--- src/hdl/icg_regs.svh ---
// register offsets, field positions, reset values and timing figures
// for the internal clock generator; included by the top module
`ifndef ICG_REGS_SVH
`define ICG_REGS_SVH
// register byte offsets on the 12-bit apb address
`define ICG_OFF_CTRL1 12'h000
`define ICG_OFF_CTRL2 12'h004
`define ICG_OFF_TRIM 12'h008
`define ICG_OFF_STAT 12'h00C
// field positions
`define ICG_SRC_SEL_BIT 6
`define ICG_REF_STOP_BIT 0
`define ICG_BUS_DIVIDER_MSB 7
`define ICG_BUS_DIVIDER_LSB 6
`define ICG_LP_BIT 3
`define ICG_LOCK_BIT 7
`define ICG_CLOCK_MODE_STATUS_BIT 2
`define ICG_FINE_PERIOD_ADJUST_BIT 0
// reset values
`define ICG_BUS_DIVIDER_RST 2'h1
// loop multiplies the reference by this factor
`define ICG_LOOP_MULT 512
// clock rate and wait times
`define ICG_CLK_MHZ 200
`define ICG_T_IR_WU_NS 5000
`define ICG_T_FLL_WU_NS 20000
`define ICG_T_ACQ_NS 1000000
`define ICG_IR_WU_CYC ((`ICG_T_IR_WU_NS * `ICG_CLK_MHZ + 999) / 1000)
`define ICG_FLL_WU_CYC ((`ICG_T_FLL_WU_NS * `ICG_CLK_MHZ + 999) / 1000)
`define ICG_ACQ_CYC ((`ICG_T_ACQ_NS * `ICG_CLK_MHZ + 999) / 1000)
`endif

--- src/hdl/icg_pkg.sv ---
// types of the internal clock generator
// assumes icg_regs.svh on the include path
`default_nettype none
package icg_pkg;
  // power state of the generator
  typedef enum logic [2:0] {
    ST_RUN = 3'b001,
    ST_STOP = 3'b010,
    ST_WAKE = 3'b100
  } icg_pwr_e;
  // software control fields
  typedef struct packed {
    logic src_sel;
    logic ref_stop;
    logic [1:0] bus_divider;
    logic lp;
  } icg_ctrl_s;
endpackage
`default_nettype wire

--- src/hdl/icg_clock_source.sv ---
// internal clock generator: source select, divider, stop handling, apb
// assumes one 200 MHz clock; stop request comes from same-domain logic
//
// Contract
// status bit shows active source, only after synchronised switchover
// fine adjust bit lengthens or shortens reference period by one step
// engaged mode after reset and on writing source select to 0
// engaged mode takes system clock from the loop
// select 1 with low power 0 gives bypassed mode on reference
// bypassed mode keeps the loop running and locked
// select 1 with low power 1 runs reference and disables loop
// stop disables loop, halts clocks, reference kept if enabled
// leaving stop resumes the earlier mode; reset gives default mode
// stop exit waits reference wake or loop re-acquire time
// software waits acquisition time after low power exit or trim
// divider change takes effect at once
// larger coarse code slows reference in all run modes
// coarse and fine period codes survive every reset
// system enables low voltage bits before stop to keep running
// divider resets to divide by two
// software trims the reference before choosing divide by one
// fixed clock valid only in engaged mode
// fixed clock is reference divided by two
// divider codes 0..3 divide by 1, 2, 4, 8
// coarse code is binary weighted
// system clock runs at twice bus clock
// glitch-free source switch, status follows completed switch
`timescale 1ns/1ps
`default_nettype none
`include "icg_regs.svh"
module icg_clock_source #(
  parameter int ACQ_CYC = `ICG_ACQ_CYC,
  parameter int IR_WU_CYC = `ICG_IR_WU_CYC,
  parameter int FLL_WU_CYC = `ICG_FLL_WU_CYC,
  parameter int REF_BASE = `ICG_LOOP_MULT / 2
) (
  input wire logic CLK,
  input wire logic NRST,
  input wire logic PSEL,
  input wire logic PENABLE,
  input wire logic PWRITE,
  input wire logic [11:0] PADDR,
  input wire logic [31:0] PWDATA,
  output logic [31:0] PRDATA,
  output logic PREADY,
  output logic PSLVERR,
  input wire logic STOP_REQ,
  output logic SYS_CLK_OUT,
  output logic BUS_CLK_OUT,
  output logic REF_CLK_OUT,
  output logic FF_CLK_OUT,
  output logic FF_CLK_VALID,
  output logic LOOP_ENABLED,
  output logic LOOP_LOCKED
);
  import icg_pkg::*;

  icg_ctrl_s ctrl_q;
  icg_pwr_e state_q;
  logic [7:0] trim_q;
  logic fine_period_adjust_q;
  logic [15:0] wcnt_q;
  logic [9:0] ref_cnt_q;
  logic [9:0] ref_half;
  logic ref_run, ref_tick, src_tick, sw_now, loop_on_d;
  logic [31:0] lock_cnt_q;
  logic sel_s1_q, sel_s2_q, act_sel_q, clock_mode_status_q;
  logic [2:0] div_cnt_q, div_lim;
  logic wr_en, access, trim_wr;
  logic [31:0] rd_d;
  logic hit_d, ctrl2_seen_q;

  // apb decode: writes land at the access edge with pready high
  assign access = PSEL && PENABLE && PREADY;
  assign wr_en = access && PWRITE;
  assign trim_wr = wr_en && PADDR == `ICG_OFF_TRIM;

  // control register writes
  always_ff @(posedge CLK or negedge NRST) begin
    if (!NRST) begin
      ctrl_q <= '{src_sel: 1'b0, ref_stop: 1'b0,
                 bus_divider: `ICG_BUS_DIVIDER_RST, lp: 1'b0};
      ctrl2_seen_q <= 1'b0;
    end else if (wr_en) begin
      if (PADDR == `ICG_OFF_CTRL1) begin
        ctrl_q.src_sel <= PWDATA[`ICG_SRC_SEL_BIT];
        ctrl_q.ref_stop <= PWDATA[`ICG_REF_STOP_BIT];
      end
      if (PADDR == `ICG_OFF_CTRL2) begin
        ctrl_q.bus_divider <= PWDATA[`ICG_BUS_DIVIDER_MSB:`ICG_BUS_DIVIDER_LSB];
        ctrl_q.lp <= PWDATA[`ICG_LP_BIT];
        ctrl2_seen_q <= 1'b1;
      end
    end
  end

  // period codes have no reset so they survive it
  always_ff @(posedge CLK) begin
    if (trim_wr)
      trim_q <= PWDATA[7:0];
    if (wr_en && PADDR == `ICG_OFF_STAT)
      fine_period_adjust_q <= PWDATA[`ICG_FINE_PERIOD_ADJUST_BIT];
  end

  // read mux
  always_comb begin
    rd_d = 32'h0;
    hit_d = 1'b1;
    unique case (PADDR)
      `ICG_OFF_CTRL1: begin
        rd_d[`ICG_SRC_SEL_BIT] = ctrl_q.src_sel;
        rd_d[`ICG_REF_STOP_BIT] = ctrl_q.ref_stop;
      end
      `ICG_OFF_CTRL2: begin
        rd_d[`ICG_BUS_DIVIDER_MSB:`ICG_BUS_DIVIDER_LSB] = ctrl_q.bus_divider;
        rd_d[`ICG_LP_BIT] = ctrl_q.lp;
      end
      `ICG_OFF_TRIM: rd_d[7:0] = trim_q;
      `ICG_OFF_STAT: begin
        rd_d[`ICG_LOCK_BIT] = LOOP_LOCKED;
        rd_d[`ICG_CLOCK_MODE_STATUS_BIT] = clock_mode_status_q;
        rd_d[`ICG_FINE_PERIOD_ADJUST_BIT] = fine_period_adjust_q;
      end
      default: hit_d = 1'b0;
    endcase
  end

  // apb answer: one wait-free access cycle after setup
  always_ff @(posedge CLK or negedge NRST) begin
    if (!NRST) begin
      PREADY <= 1'b0;
      PSLVERR <= 1'b0;
      PRDATA <= 32'h0;
    end else begin
      PREADY <= PSEL && !PENABLE;
      PSLVERR <= PSEL && !PENABLE && !hit_d;
      if (PSEL && !PENABLE)
        PRDATA <= PWRITE ? 32'h0 : rd_d;
    end
  end

  // power state: stop, then a timed wake back to the saved mode
  always_ff @(posedge CLK or negedge NRST) begin
    if (!NRST) begin
      state_q <= ST_RUN;
      wcnt_q <= 16'h0;
    end else begin
      unique case (state_q)
        ST_RUN: if (STOP_REQ) state_q <= ST_STOP;
        ST_STOP: begin
          if (!STOP_REQ) begin
            state_q <= ST_WAKE;
            if (!ctrl_q.ref_stop)
              wcnt_q <= 16'(IR_WU_CYC);
            else if (!act_sel_q)
              wcnt_q <= 16'(FLL_WU_CYC);
            else
              wcnt_q <= 16'h1;
          end
        end
        ST_WAKE: begin
          if (wcnt_q <= 16'h1)
            state_q <= ST_RUN;
          wcnt_q <= wcnt_q - 16'h1;
        end
      endcase
    end
  end

  // reference generator: half period grows with the codes
  assign ref_half = 10'(REF_BASE) + {1'b0, trim_q, fine_period_adjust_q};
  assign ref_run = state_q != ST_STOP || ctrl_q.ref_stop;
  assign ref_tick = ref_run && ref_cnt_q >= ref_half - 10'h1;
  always_ff @(posedge CLK or negedge NRST) begin
    if (!NRST) begin
      ref_cnt_q <= 10'h0;
      REF_CLK_OUT <= 1'b0;
      FF_CLK_OUT <= 1'b0;
    end else if (!ref_run) begin
      ref_cnt_q <= 10'h0;
    end else if (ref_tick) begin
      ref_cnt_q <= 10'h0;
      REF_CLK_OUT <= !REF_CLK_OUT;
      if (!REF_CLK_OUT)
        FF_CLK_OUT <= !FF_CLK_OUT;
    end else begin
      ref_cnt_q <= ref_cnt_q + 10'h1;
    end
  end

  // loop enable and acquisition counter; loop ticks every cycle
  // loop stays on until the switch to the reference is done, else the
  // old source could stop with the system clock high and hang the mux
  assign loop_on_d = state_q != ST_STOP
    && !(act_sel_q && ctrl_q.src_sel && ctrl_q.lp);
  always_ff @(posedge CLK or negedge NRST) begin
    if (!NRST) begin
      LOOP_ENABLED <= 1'b0;
      lock_cnt_q <= 32'(ACQ_CYC);
      LOOP_LOCKED <= 1'b0;
    end else begin
      LOOP_ENABLED <= loop_on_d;
      if (!LOOP_ENABLED || trim_wr)
        lock_cnt_q <= 32'(ACQ_CYC);
      else if (lock_cnt_q != 32'h0)
        lock_cnt_q <= lock_cnt_q - 32'h1;
      LOOP_LOCKED <= LOOP_ENABLED && lock_cnt_q == 32'h0 && !trim_wr;
    end
  end

  // source select crossing and glitch-free switch at low output
  assign sw_now = state_q == ST_RUN && sel_s2_q != act_sel_q
    && !SYS_CLK_OUT;
  always_ff @(posedge CLK or negedge NRST) begin
    if (!NRST) begin
      sel_s1_q <= 1'b0;
      sel_s2_q <= 1'b0;
      act_sel_q <= 1'b0;
      clock_mode_status_q <= 1'b0;
      FF_CLK_VALID <= 1'b0;
    end else begin
      sel_s1_q <= ctrl_q.src_sel;
      sel_s2_q <= sel_s1_q;
      if (sw_now)
        act_sel_q <= sel_s2_q;
      clock_mode_status_q <= act_sel_q;
      FF_CLK_VALID <= state_q == ST_RUN && !act_sel_q;
    end
  end

  // output divider by 1, 2, 4 or 8, bus clock at half system clock
  assign src_tick = act_sel_q ? ref_tick : LOOP_ENABLED;
  assign div_lim = 3'((4'h1 << ctrl_q.bus_divider) - 4'h1);
  always_ff @(posedge CLK or negedge NRST) begin
    if (!NRST) begin
      div_cnt_q <= 3'h0;
      SYS_CLK_OUT <= 1'b0;
      BUS_CLK_OUT <= 1'b0;
    end else if (state_q != ST_RUN || sw_now) begin
      div_cnt_q <= 3'h0;
    end else if (src_tick) begin
      if (div_cnt_q >= div_lim) begin
        div_cnt_q <= 3'h0;
        SYS_CLK_OUT <= !SYS_CLK_OUT;
        if (!SYS_CLK_OUT)
          BUS_CLK_OUT <= !BUS_CLK_OUT;
      end else begin
        div_cnt_q <= div_cnt_q + 3'h1;
      end
    end
  end

  // checks
  property p_clock_mode_status_lag;
    @(posedge CLK) disable iff (!NRST)
    $rose(ctrl_q.src_sel) && !act_sel_q |=> !clock_mode_status_q ##1 !clock_mode_status_q;
  endproperty
  a_clock_mode_status_lag: assert property (p_clock_mode_status_lag)
    else $error("status moved before synchronisation");

  property p_bus_divider_rst;
    @(posedge CLK) disable iff (!NRST)
    !ctrl2_seen_q |-> ctrl_q.bus_divider == 2'h1;
  endproperty
  a_bus_divider_rst: assert property (p_bus_divider_rst)
    else $error("divider not at divide by two after reset");

  property p_lp_off;
    @(posedge CLK) disable iff (!NRST)
    ctrl_q.src_sel && ctrl_q.lp && act_sel_q |=> !LOOP_ENABLED;
  endproperty
  a_lp_off: assert property (p_lp_off)
    else $error("loop still on in low power bypass");

  property p_byp_on;
    @(posedge CLK) disable iff (!NRST)
    state_q == ST_RUN && !ctrl_q.lp |=> LOOP_ENABLED;
  endproperty
  a_byp_on: assert property (p_byp_on)
    else $error("loop off in a mode that keeps it");

  property p_stop_halt;
    @(posedge CLK) disable iff (!NRST)
    state_q == ST_STOP && !ctrl_q.ref_stop
      |=> $stable(REF_CLK_OUT) && $stable(SYS_CLK_OUT) && !LOOP_ENABLED;
  endproperty
  a_stop_halt: assert property (p_stop_halt)
    else $error("clock moved in stop");

  property p_ff_valid;
    @(posedge CLK) disable iff (!NRST)
    FF_CLK_VALID |-> !clock_mode_status_q && LOOP_ENABLED;
  endproperty
  a_ff_valid: assert property (p_ff_valid)
    else $error("fixed clock valid outside engaged mode");

  property p_ff_half;
    @(posedge CLK) disable iff (!NRST)
    $changed(FF_CLK_OUT) |-> $rose(REF_CLK_OUT);
  endproperty
  a_ff_half: assert property (p_ff_half)
    else $error("fixed clock not on reference rising edge");

  property p_wake_ref;
    @(posedge CLK) disable iff (!NRST)
    state_q == ST_STOP && !STOP_REQ && !ctrl_q.ref_stop
      |=> state_q == ST_WAKE && wcnt_q == 16'(IR_WU_CYC);
  endproperty
  a_wake_ref: assert property (p_wake_ref)
    else $error("reference wake time not applied");

  property p_div_now;
    @(posedge CLK) disable iff (!NRST)
    state_q == ST_RUN && !sw_now && src_tick && div_cnt_q >= div_lim
      |=> $changed(SYS_CLK_OUT);
  endproperty
  a_div_now: assert property (p_div_now)
    else $error("divider limit did not toggle output");
endmodule // icg_clock_source
`default_nettype wire

--- config.mk ---
export PLATFORM = sky130hd
export DESIGN_NAME = icg_clock_source
export DESIGN_NICKNAME = d
export VERILOG_FILES = /design/src/hdl/icg_pkg.sv /design/src/hdl/icg_clock_source.sv
export VERILOG_INCLUDE_DIRS = /design/src /design/src/hdl
export SDC_FILE = /design/constraint.sdc
export NUM_CORES = 1
export LEC_CHECK = 0
export BUFFER_PORTS_ARGS = -buffer_cell sky130_fd_sc_hd__buf_2
export CORE_ASPECT_RATIO = 1.5
export CORE_MARGIN = 3
export CORE_UTILIZATION = 50
export CTS_CLUSTER_DIAMETER = 60
export DETAILED_ROUTE_END_ITERATION = 10
export GPL_ROUTABILITY_DRIVEN = 1
export PLACE_DENSITY_LB_ADDON = 0.15
export SLEW_MARGIN = 10
export SYNTH_ARGS = -nofsm -noshare
export SYNTH_HDL_FRONTEND = slang
export SYNTH_SLANG_ARGS = --single-unit
--- constraint.sdc ---
create_clock -name CLK -period 5.2 [get_ports CLK]
set_input_delay 1.04 -clock CLK [delete_from_list [all_inputs] [get_ports CLK]]
set_output_delay 1.04 -clock CLK [all_outputs]
set_load 0.02 [all_outputs]
==> metrics.txt, run 1 <==
Pre-antenna DRT Iters 4; CTS tree built; Setup crit start kind input port; number of setup buffers added after CTS 0; Die ar. 11600 um^2; wire per inst 15.0 um; ys async rst share 90.9%; port buffer count 42; register area share after synthesis 49.0%; synth top area cells dfrtp_1 40%, edfxtp_1 5.2%, nor2_1 4.9%; power density cells 385 nW/um^2; Yosys top cell by area dfrtp_1; Min-Delay Path Class reg -> reg; critical path buffer and inverter count 1; CTS root buf clkbuf_16; hold_buf cts 0; number of synthesized flops with an enable pin 9; Initial DRC Count 183; switch share 31.7%; post-synth cell types 51; Area Growth Syn to Fin 10.9%; dpl hpwl 7490 um; area share of the largest cell type after synthesis 39.7%; Core Box Area 9850 um^2; Vias 3814; setup TNS 0 ns; Die Wd 89.0 um; Worst VDD drop 0.000218 V; commonest non-fill, non-tap cell in the layout dfrtp_1; All-Layer GR Usage 18.7%; share of cells above drive strength 1 13.9%; H-tree levels 3; total CTS buffers 9; die height 130 um; most frequent cells in the layout 82 x dfrtp_1, 68 x nor2_1, 41 x buf_2; WHS 0.356 ns; Final setup viols 0; area of all placed cells without fillers 5730 um^2; P_int 1.51 mW; type of element capturing the critical path flop; clk sinks 99; # diodes 0; CP delay by family, top simple AND/OR/NAND/NOR gates; largest net degree at the start of global routing 48; Worst path slowest cell nand2b_1; crit path kind in -> reg; slew margin rel. 29.4%; post_cts resized 0; commonest register cell after synthesis dfrtp_1; Worst Max-Slew Pin Slew 1.06 ns; initial core utilization 52.4%; Seq pwr share 44.7%; # rows 44; Fmax 0.311 GHz; GPL Wtd Cong 0.833; clock share of power 32.9%; CP cell instances buf_2 > nor4_1 > nand3_1 > nor2_1 > and2_1 > nand2b_1 > nor2_1; Max Cap Violations 0; Skew-Pair Late Insertion Delay 0.34 ns; first-pass GRT wire length 17100 um; DRC 0; Longest Clk Path Bufs 2; Clock Skew 0.00665 ns; Worst-path clk slew 0.07 ns; initial antenna violation count 0; Combinational Power Share 22.5%; fin crit share 61.9%; Lkg Pwr 2.62 nW; CP most frequent cell nor2_1; Yosys warnings 0; I/O Pins 91; Avg Inst Size Synth 9.91 um^2; Seq cells post-synth 99; Syn Inst Count 521; required time of the critical path 5.37 ns; P_sw 701 uW; overall power 2.21 mW; Final ANT Viol Nets 0; dpl cell area 5400 um^2; RSZ-0062 raised after global routing no; detail-routed via count per cell 5.58; DRT Wirelength 10200 um; Max stage delay on crit path 0.88 ns; Final Critical Period 3.22 ns; vias in the first global route 3706; outcome completed; Pins Over Slew Limit 0; Syn Std Cell Area 5160 um^2; WP data arrival 3.39 ns; nets 633; GRT Residual Overflow 0; CP max FO 27; Fin. Hold Viols 0
synth_stat cells, types with 3 or more instances:
cell and instances:
inv_1 12, a21oi_1 26, mux2i_1 4, a211oi_1 3, nor2_1 68, clkbuf_1 10, or3_1 6, edfxtp_1 9
nand2b_1 11, nand4_1 5, o41ai_1 5, nor2b_1 6, or3b_2 4, a22o_1 6, xor2_1 26, dfrtp_1 82
xnor2_1 22, mux2_2 4, buf_4 24, nor3_1 26, ha_1 19, nor4_1 16, nand2_1 40, nand3_1 13
or4_1 7, o21ai_0 16, and2_1 5, dfstp_2 8, and3_1 6, a211o_1 4
through the flow:
step / utilization [%] / setup slack, ns / cells
after global placement: 54.8 / 1.63 / 668
after detailed placement: 54.8 / 1.62 / 668
after floorplan: - / 2.33 / 544
final: 58.1 / 1.98 / 684
after global routing: 58.1 / 1.69 / 684
after CTS: 58.1 / 1.97 / 684
worst reg2reg max path: stages, from the launching register on:
cell and delay (ns):
edfxtp_1 0.47, nor4_1 0.36, nand2b_1 0.14, nor3_1 0.19, xnor2_1 0.15, ha_1 0.26, a21oi_1 0.14, o21ai_0 0.12
a31o_2 0.26, a21oi_1 0.52, nor4_1 0.15, xor2_1 0.17
metal layers:
layer	GRT usage (%)	vias to the layer above	part of all wire (%)
met5	0	-	0
met4	7.01	0	1.6
met3	3.20	12	4.0
met2	33.3	66	52
met1	22.4	1862	42
li1	-	1874	-
final timing paths:
kind | cells past startpoint | slack (ns) | startpoint | to
worst max-delay path | 7 | 1.98 | PADDR[9] | lock_cnt_q[24]$_DFFE_PN0P_
worst min-delay path | 0 | 0.36 | sel_s1_q$_DFF_PN0_ | sel_s2_q$_DFF_PN0_
worst max register to register | 11 | 2.13 | trim_q[3]$_DFFE_PP_ | BUS_CLK_OUT$_DFFE_PN0P_
worst min register to register | 0 | 0.36 | sel_s1_q$_DFF_PN0_ | sel_s2_q$_DFF_PN0_
max in group asynchronous | 2 | 3.51 | NRST | lock_cnt_q[4]$_DFFE_PN0P_
min in group asynchronous | 1 | 0.68 | NRST | ref_cnt_q[2]$_DFF_PN0_
cell families (layout without fill, tap and decap cells):
kind of cell / after synthesis / count (layout) / share of synthesized area (%)
buffers and inverters: 47 / 72 / 5.19
AND/OR/NAND/NOR: 225 / 225 / 22.1
flip-flops: 99 / 99 / 49.0
XOR/XNOR: 48 / 48 / 8.14
multiplexers: 8 / 8 / 1.65
AO/OA/AOI/OAI: 74 / 74 / 9.23
adder cells (fa/ha/maj): 19 / 19 / 4.60
other: 1 / 24 / 0.0726
flip-flops by register name, indices dropped and copies added (netlist names), 3 cells and up:
signal	flops
trim_q	8
lock_cnt_q	32
wcnt_q	16
div_cnt_q	3
ctrl_q	5
PRDATA	8
state_q	3
ref_cnt_q	10
layout make-up:
cell class | count | area, um^2
Tap cell | 115 | 144
Sequential cell | 99 | 2530
Clock buffer | 11 | 254
Fill cell | 850 | 4130
Multi-Input combinational cell | 398 | 2450
Inverter | 12 | 45.0
Clock inverter | 5 | 75.1
Timing Repair Buffer | 44 | 228
power groups by stage:
stage	logic (mW)	clock network [mW]	registers, mW
5_1_grt	0.576	0.778	1.00
4_1_cts	0.504	0.742	0.984
6_report	0.495	0.725	0.986
3_3_place_gp	0.488	0	0.992
2_1_floorplan	0.393	0	0.975
3_5_place_dp	0.500	0	0.995
(Power assumes the default switching activity.)
==> run 2, diff against run 1 <==
==> constraint.sdc (replaced) <==
create_clock -name CLK -period 2.6 [get_ports CLK]
set_input_delay 0.52 -clock CLK [delete_from_list [all_inputs] [get_ports CLK]]
set_output_delay 0.52 -clock CLK [all_outputs]
set_load 0.02 [all_outputs]
==> metrics.txt, run 2 (synthesis results as in run 1) <==
outcome finished with violations; failing checks negative setup slack; Worst Setup SP trim_q[4]$_DFFE_PP_; slew margin rel. 58.5% (+29 points); Fmax 0.348 GHz; Max Cap Violations 0 (unchanged); Worst VDD drop 0.000592 V (+170%); GPL Wtd Cong 0.844 (+1.3%); Largest regs lock_cnt_q (32), wcnt_q (16), ref_cnt_q (10); fill count 809 (-4.8%); Max stage delay on crit path 0.50 ns (-0.38 ns); Reg area 2530 um^2 (unchanged); CP cell instances nor4_4 > nand2b_1 > nor2_1 > nand2_1 > xnor2_2 > ha_1 > nand2_2 > o21ai_2 > a31o_2 > a21oi_4 > or4bb_1 > a21oi_1; initial antenna violation count 0 (unchanged); Initial DRC Count 232 (+27%); Core Box Area 9850 um^2 (unchanged); CP max FO 7 (-74%); CTS root buf clkbuf_16; port buffer count 42 (unchanged); Placed Cells 707 (+5.8%); Largest Register lock_cnt_q; Die ar. 11600 um^2 (unchanged); most frequent cells in the layout 82 x dfrtp_1, 66 x nor2_1, 43 x buf_4; Worst Max-Slew Pin Slew 0.620 ns (-0.439 ns); DRC 0 (unchanged); CTS tree built; critical path buffer and inverter count 0 (-1); # rows 44 (unchanged); Setup crit start kind flop; stages on the worst setup path 12 (+5); die height 130 um (unchanged); total CTS buffers 9 (unchanged); detail-routed via count per cell 5.57 (-0.14%); vias in the first global route 4036 (+8.9%); RSZ-0062 raised after global routing yes; fin crit share 110%; Pins Over Slew Limit 0 (unchanged); worst r2r path cells 12 (+1); Lkg Pwr 2.89 nW (+10%); Clock Skew 0.00464 ns (-0.00201 ns); GRT Residual Overflow 0 (unchanged); Min-Delay Path Class in -> async; final non-filler cell total 730 (+6.7%); first-pass GRT wire length 19100 um (+12%); nets 679 (+7.3%); WP data arrival 3.14 ns (-0.25 ns); WHS 0.126 ns (-0.230 ns); # diodes 0 (unchanged); share of cells above drive strength 1 25.2% (+11 points); Final setup viols 5 (+5); Fin. Hold Viols 0 (unchanged); launching point of the worst reg2reg path trim_q[4]$_DFFE_PP_; power density cells 719 nW/um^2 (+87%); Worst-path clk slew 0.07 ns (about the same); DRT Wirelength 11600 um (+13%); CP delay by family, top simple AND/OR/NAND/NOR gates; crit path kind reg -> reg; clk sinks 99 (unchanged); H-tree levels 3 (unchanged); Pre-antenna DRT Iters 6 (+2); All-Layer GR Usage 21.1% (+2.4 points); overall power 4.52 mW (+100%); Skew-Pair Late Insertion Delay 0.34 ns (about the same); largest net degree at the start of global routing 57 (+19%); setup ws final -0.273 ns (-2.25 ns); Vias 4065 (+6.6%); post-layout util 63.8% (+5.6 points); max reg flops 32 (unchanged); commonest non-fill, non-tap cell in the layout dfrtp_1; dpl hpwl 8260 um (+10%); required time of the critical path 2.87 ns (-2.50 ns); wire per inst 15.9 um (+6.2%); Die Wd 89.0 um (unchanged); type of element capturing the critical path flop; footprint of the multi-input gates 2650 um^2 (+8.3%); Worst path slowest cell or4bb_1; Final Critical Period 2.87 ns; initial core utilization 52.4% (unchanged); I/O Pins 91 (unchanged); Area Growth Syn to Fin 21.7%; Longest Clk Path Bufs 2 (unchanged); hold_buf cts 0 (unchanged); Final ANT Viol Nets 0 (unchanged)
[run 2: cell types whose count changed in the layout (fill, tap and decap cells not counted), sizes merged]
cell / delta
clkbuf: -1
clkinvlp: +1
bufinv: -1
inv: +1
buf: +46
[run 2: path summary, 6_finish.rpt]
path | end | slack [ns]
max | div_cnt_q[2]$_DFFE_PN0P_ | -0.27
min | ref_cnt_q[4]$_DFF_PN0_ | 0.13
max reg2reg | div_cnt_q[2]$_DFFE_PN0P_ | -0.27
min reg2reg | sel_s2_q$_DFF_PN0_ | 0.36
max in group asynchronous | lock_cnt_q[16]$_DFFE_PN1P_ | 1.76
min in group CLK | sel_s2_q$_DFF_PN0_ | 0.36
[run 2: worst reg2reg max path: stages, from the launching register on]
cell and delay, ns:
edfxtp_1 0.44, nor4_4 0.32, nand2b_1 0.12, nor2_1 0.14, nand2_1 0.12, xnor2_2 0.16, ha_1 0.32, nand2_2 0.09
o21ai_2 0.16, a31o_2 0.20, a21oi_4 0.06, or4bb_1 0.50, a21oi_1 0.14
[run 2: area by class of cell]
| type | instances | share of cell area [%] |
|---|---|---|
| inverter | 12 | 0.717 |
| multi-input combinational | 398 | 42.2 |
| clock buffer | 10 | 3.64 |
| clock inverter | 6 | 1.04 |
| sequential | 99 | 40.3 |
| timing repair buffer | 90 | 9.76 |
| tap | 115 | 2.29 |
[run 2: metal layers]
metal	wire length, um	up-vias	GRT usage, %
li1	-	1983	-
met1	4720	1987	25.0
met2	6270	80	38.6
met3	431	15	3.20
met4	182	0	7.10
met5	0	-	0
[run 2: where the power goes]
part,leakage (nW),switching [mW],internal (mW)
clock,0.143,0.591,0.748
combinational,1.49,0.705,0.518
sequential,1.25,0.208,1.75
total,2.89,1.50,3.01
[run 2: metrics by stage]
step           setup TNS (ns)  cell area [um^2]  setup WS [ns]
2_1_floorplan               0              5250        0.00520
3_3_place_gp            -1.02              5730         -0.264
3_5_place_dp            -2.25              5730         -0.338
4_1_cts                -0.749              6110         -0.160
5_1_grt                 -1.86              6280         -0.392
6_report                -1.03              6280         -0.273
[run 2: what timing repair did]
item                                   4_1_cts  5_1_grt
endpoints found under the hold margin        0        0
setup endpoints to repair                   24       38
pin swaps                                   12       13
buffers inserted                             4        6
resized for setup                           18       25
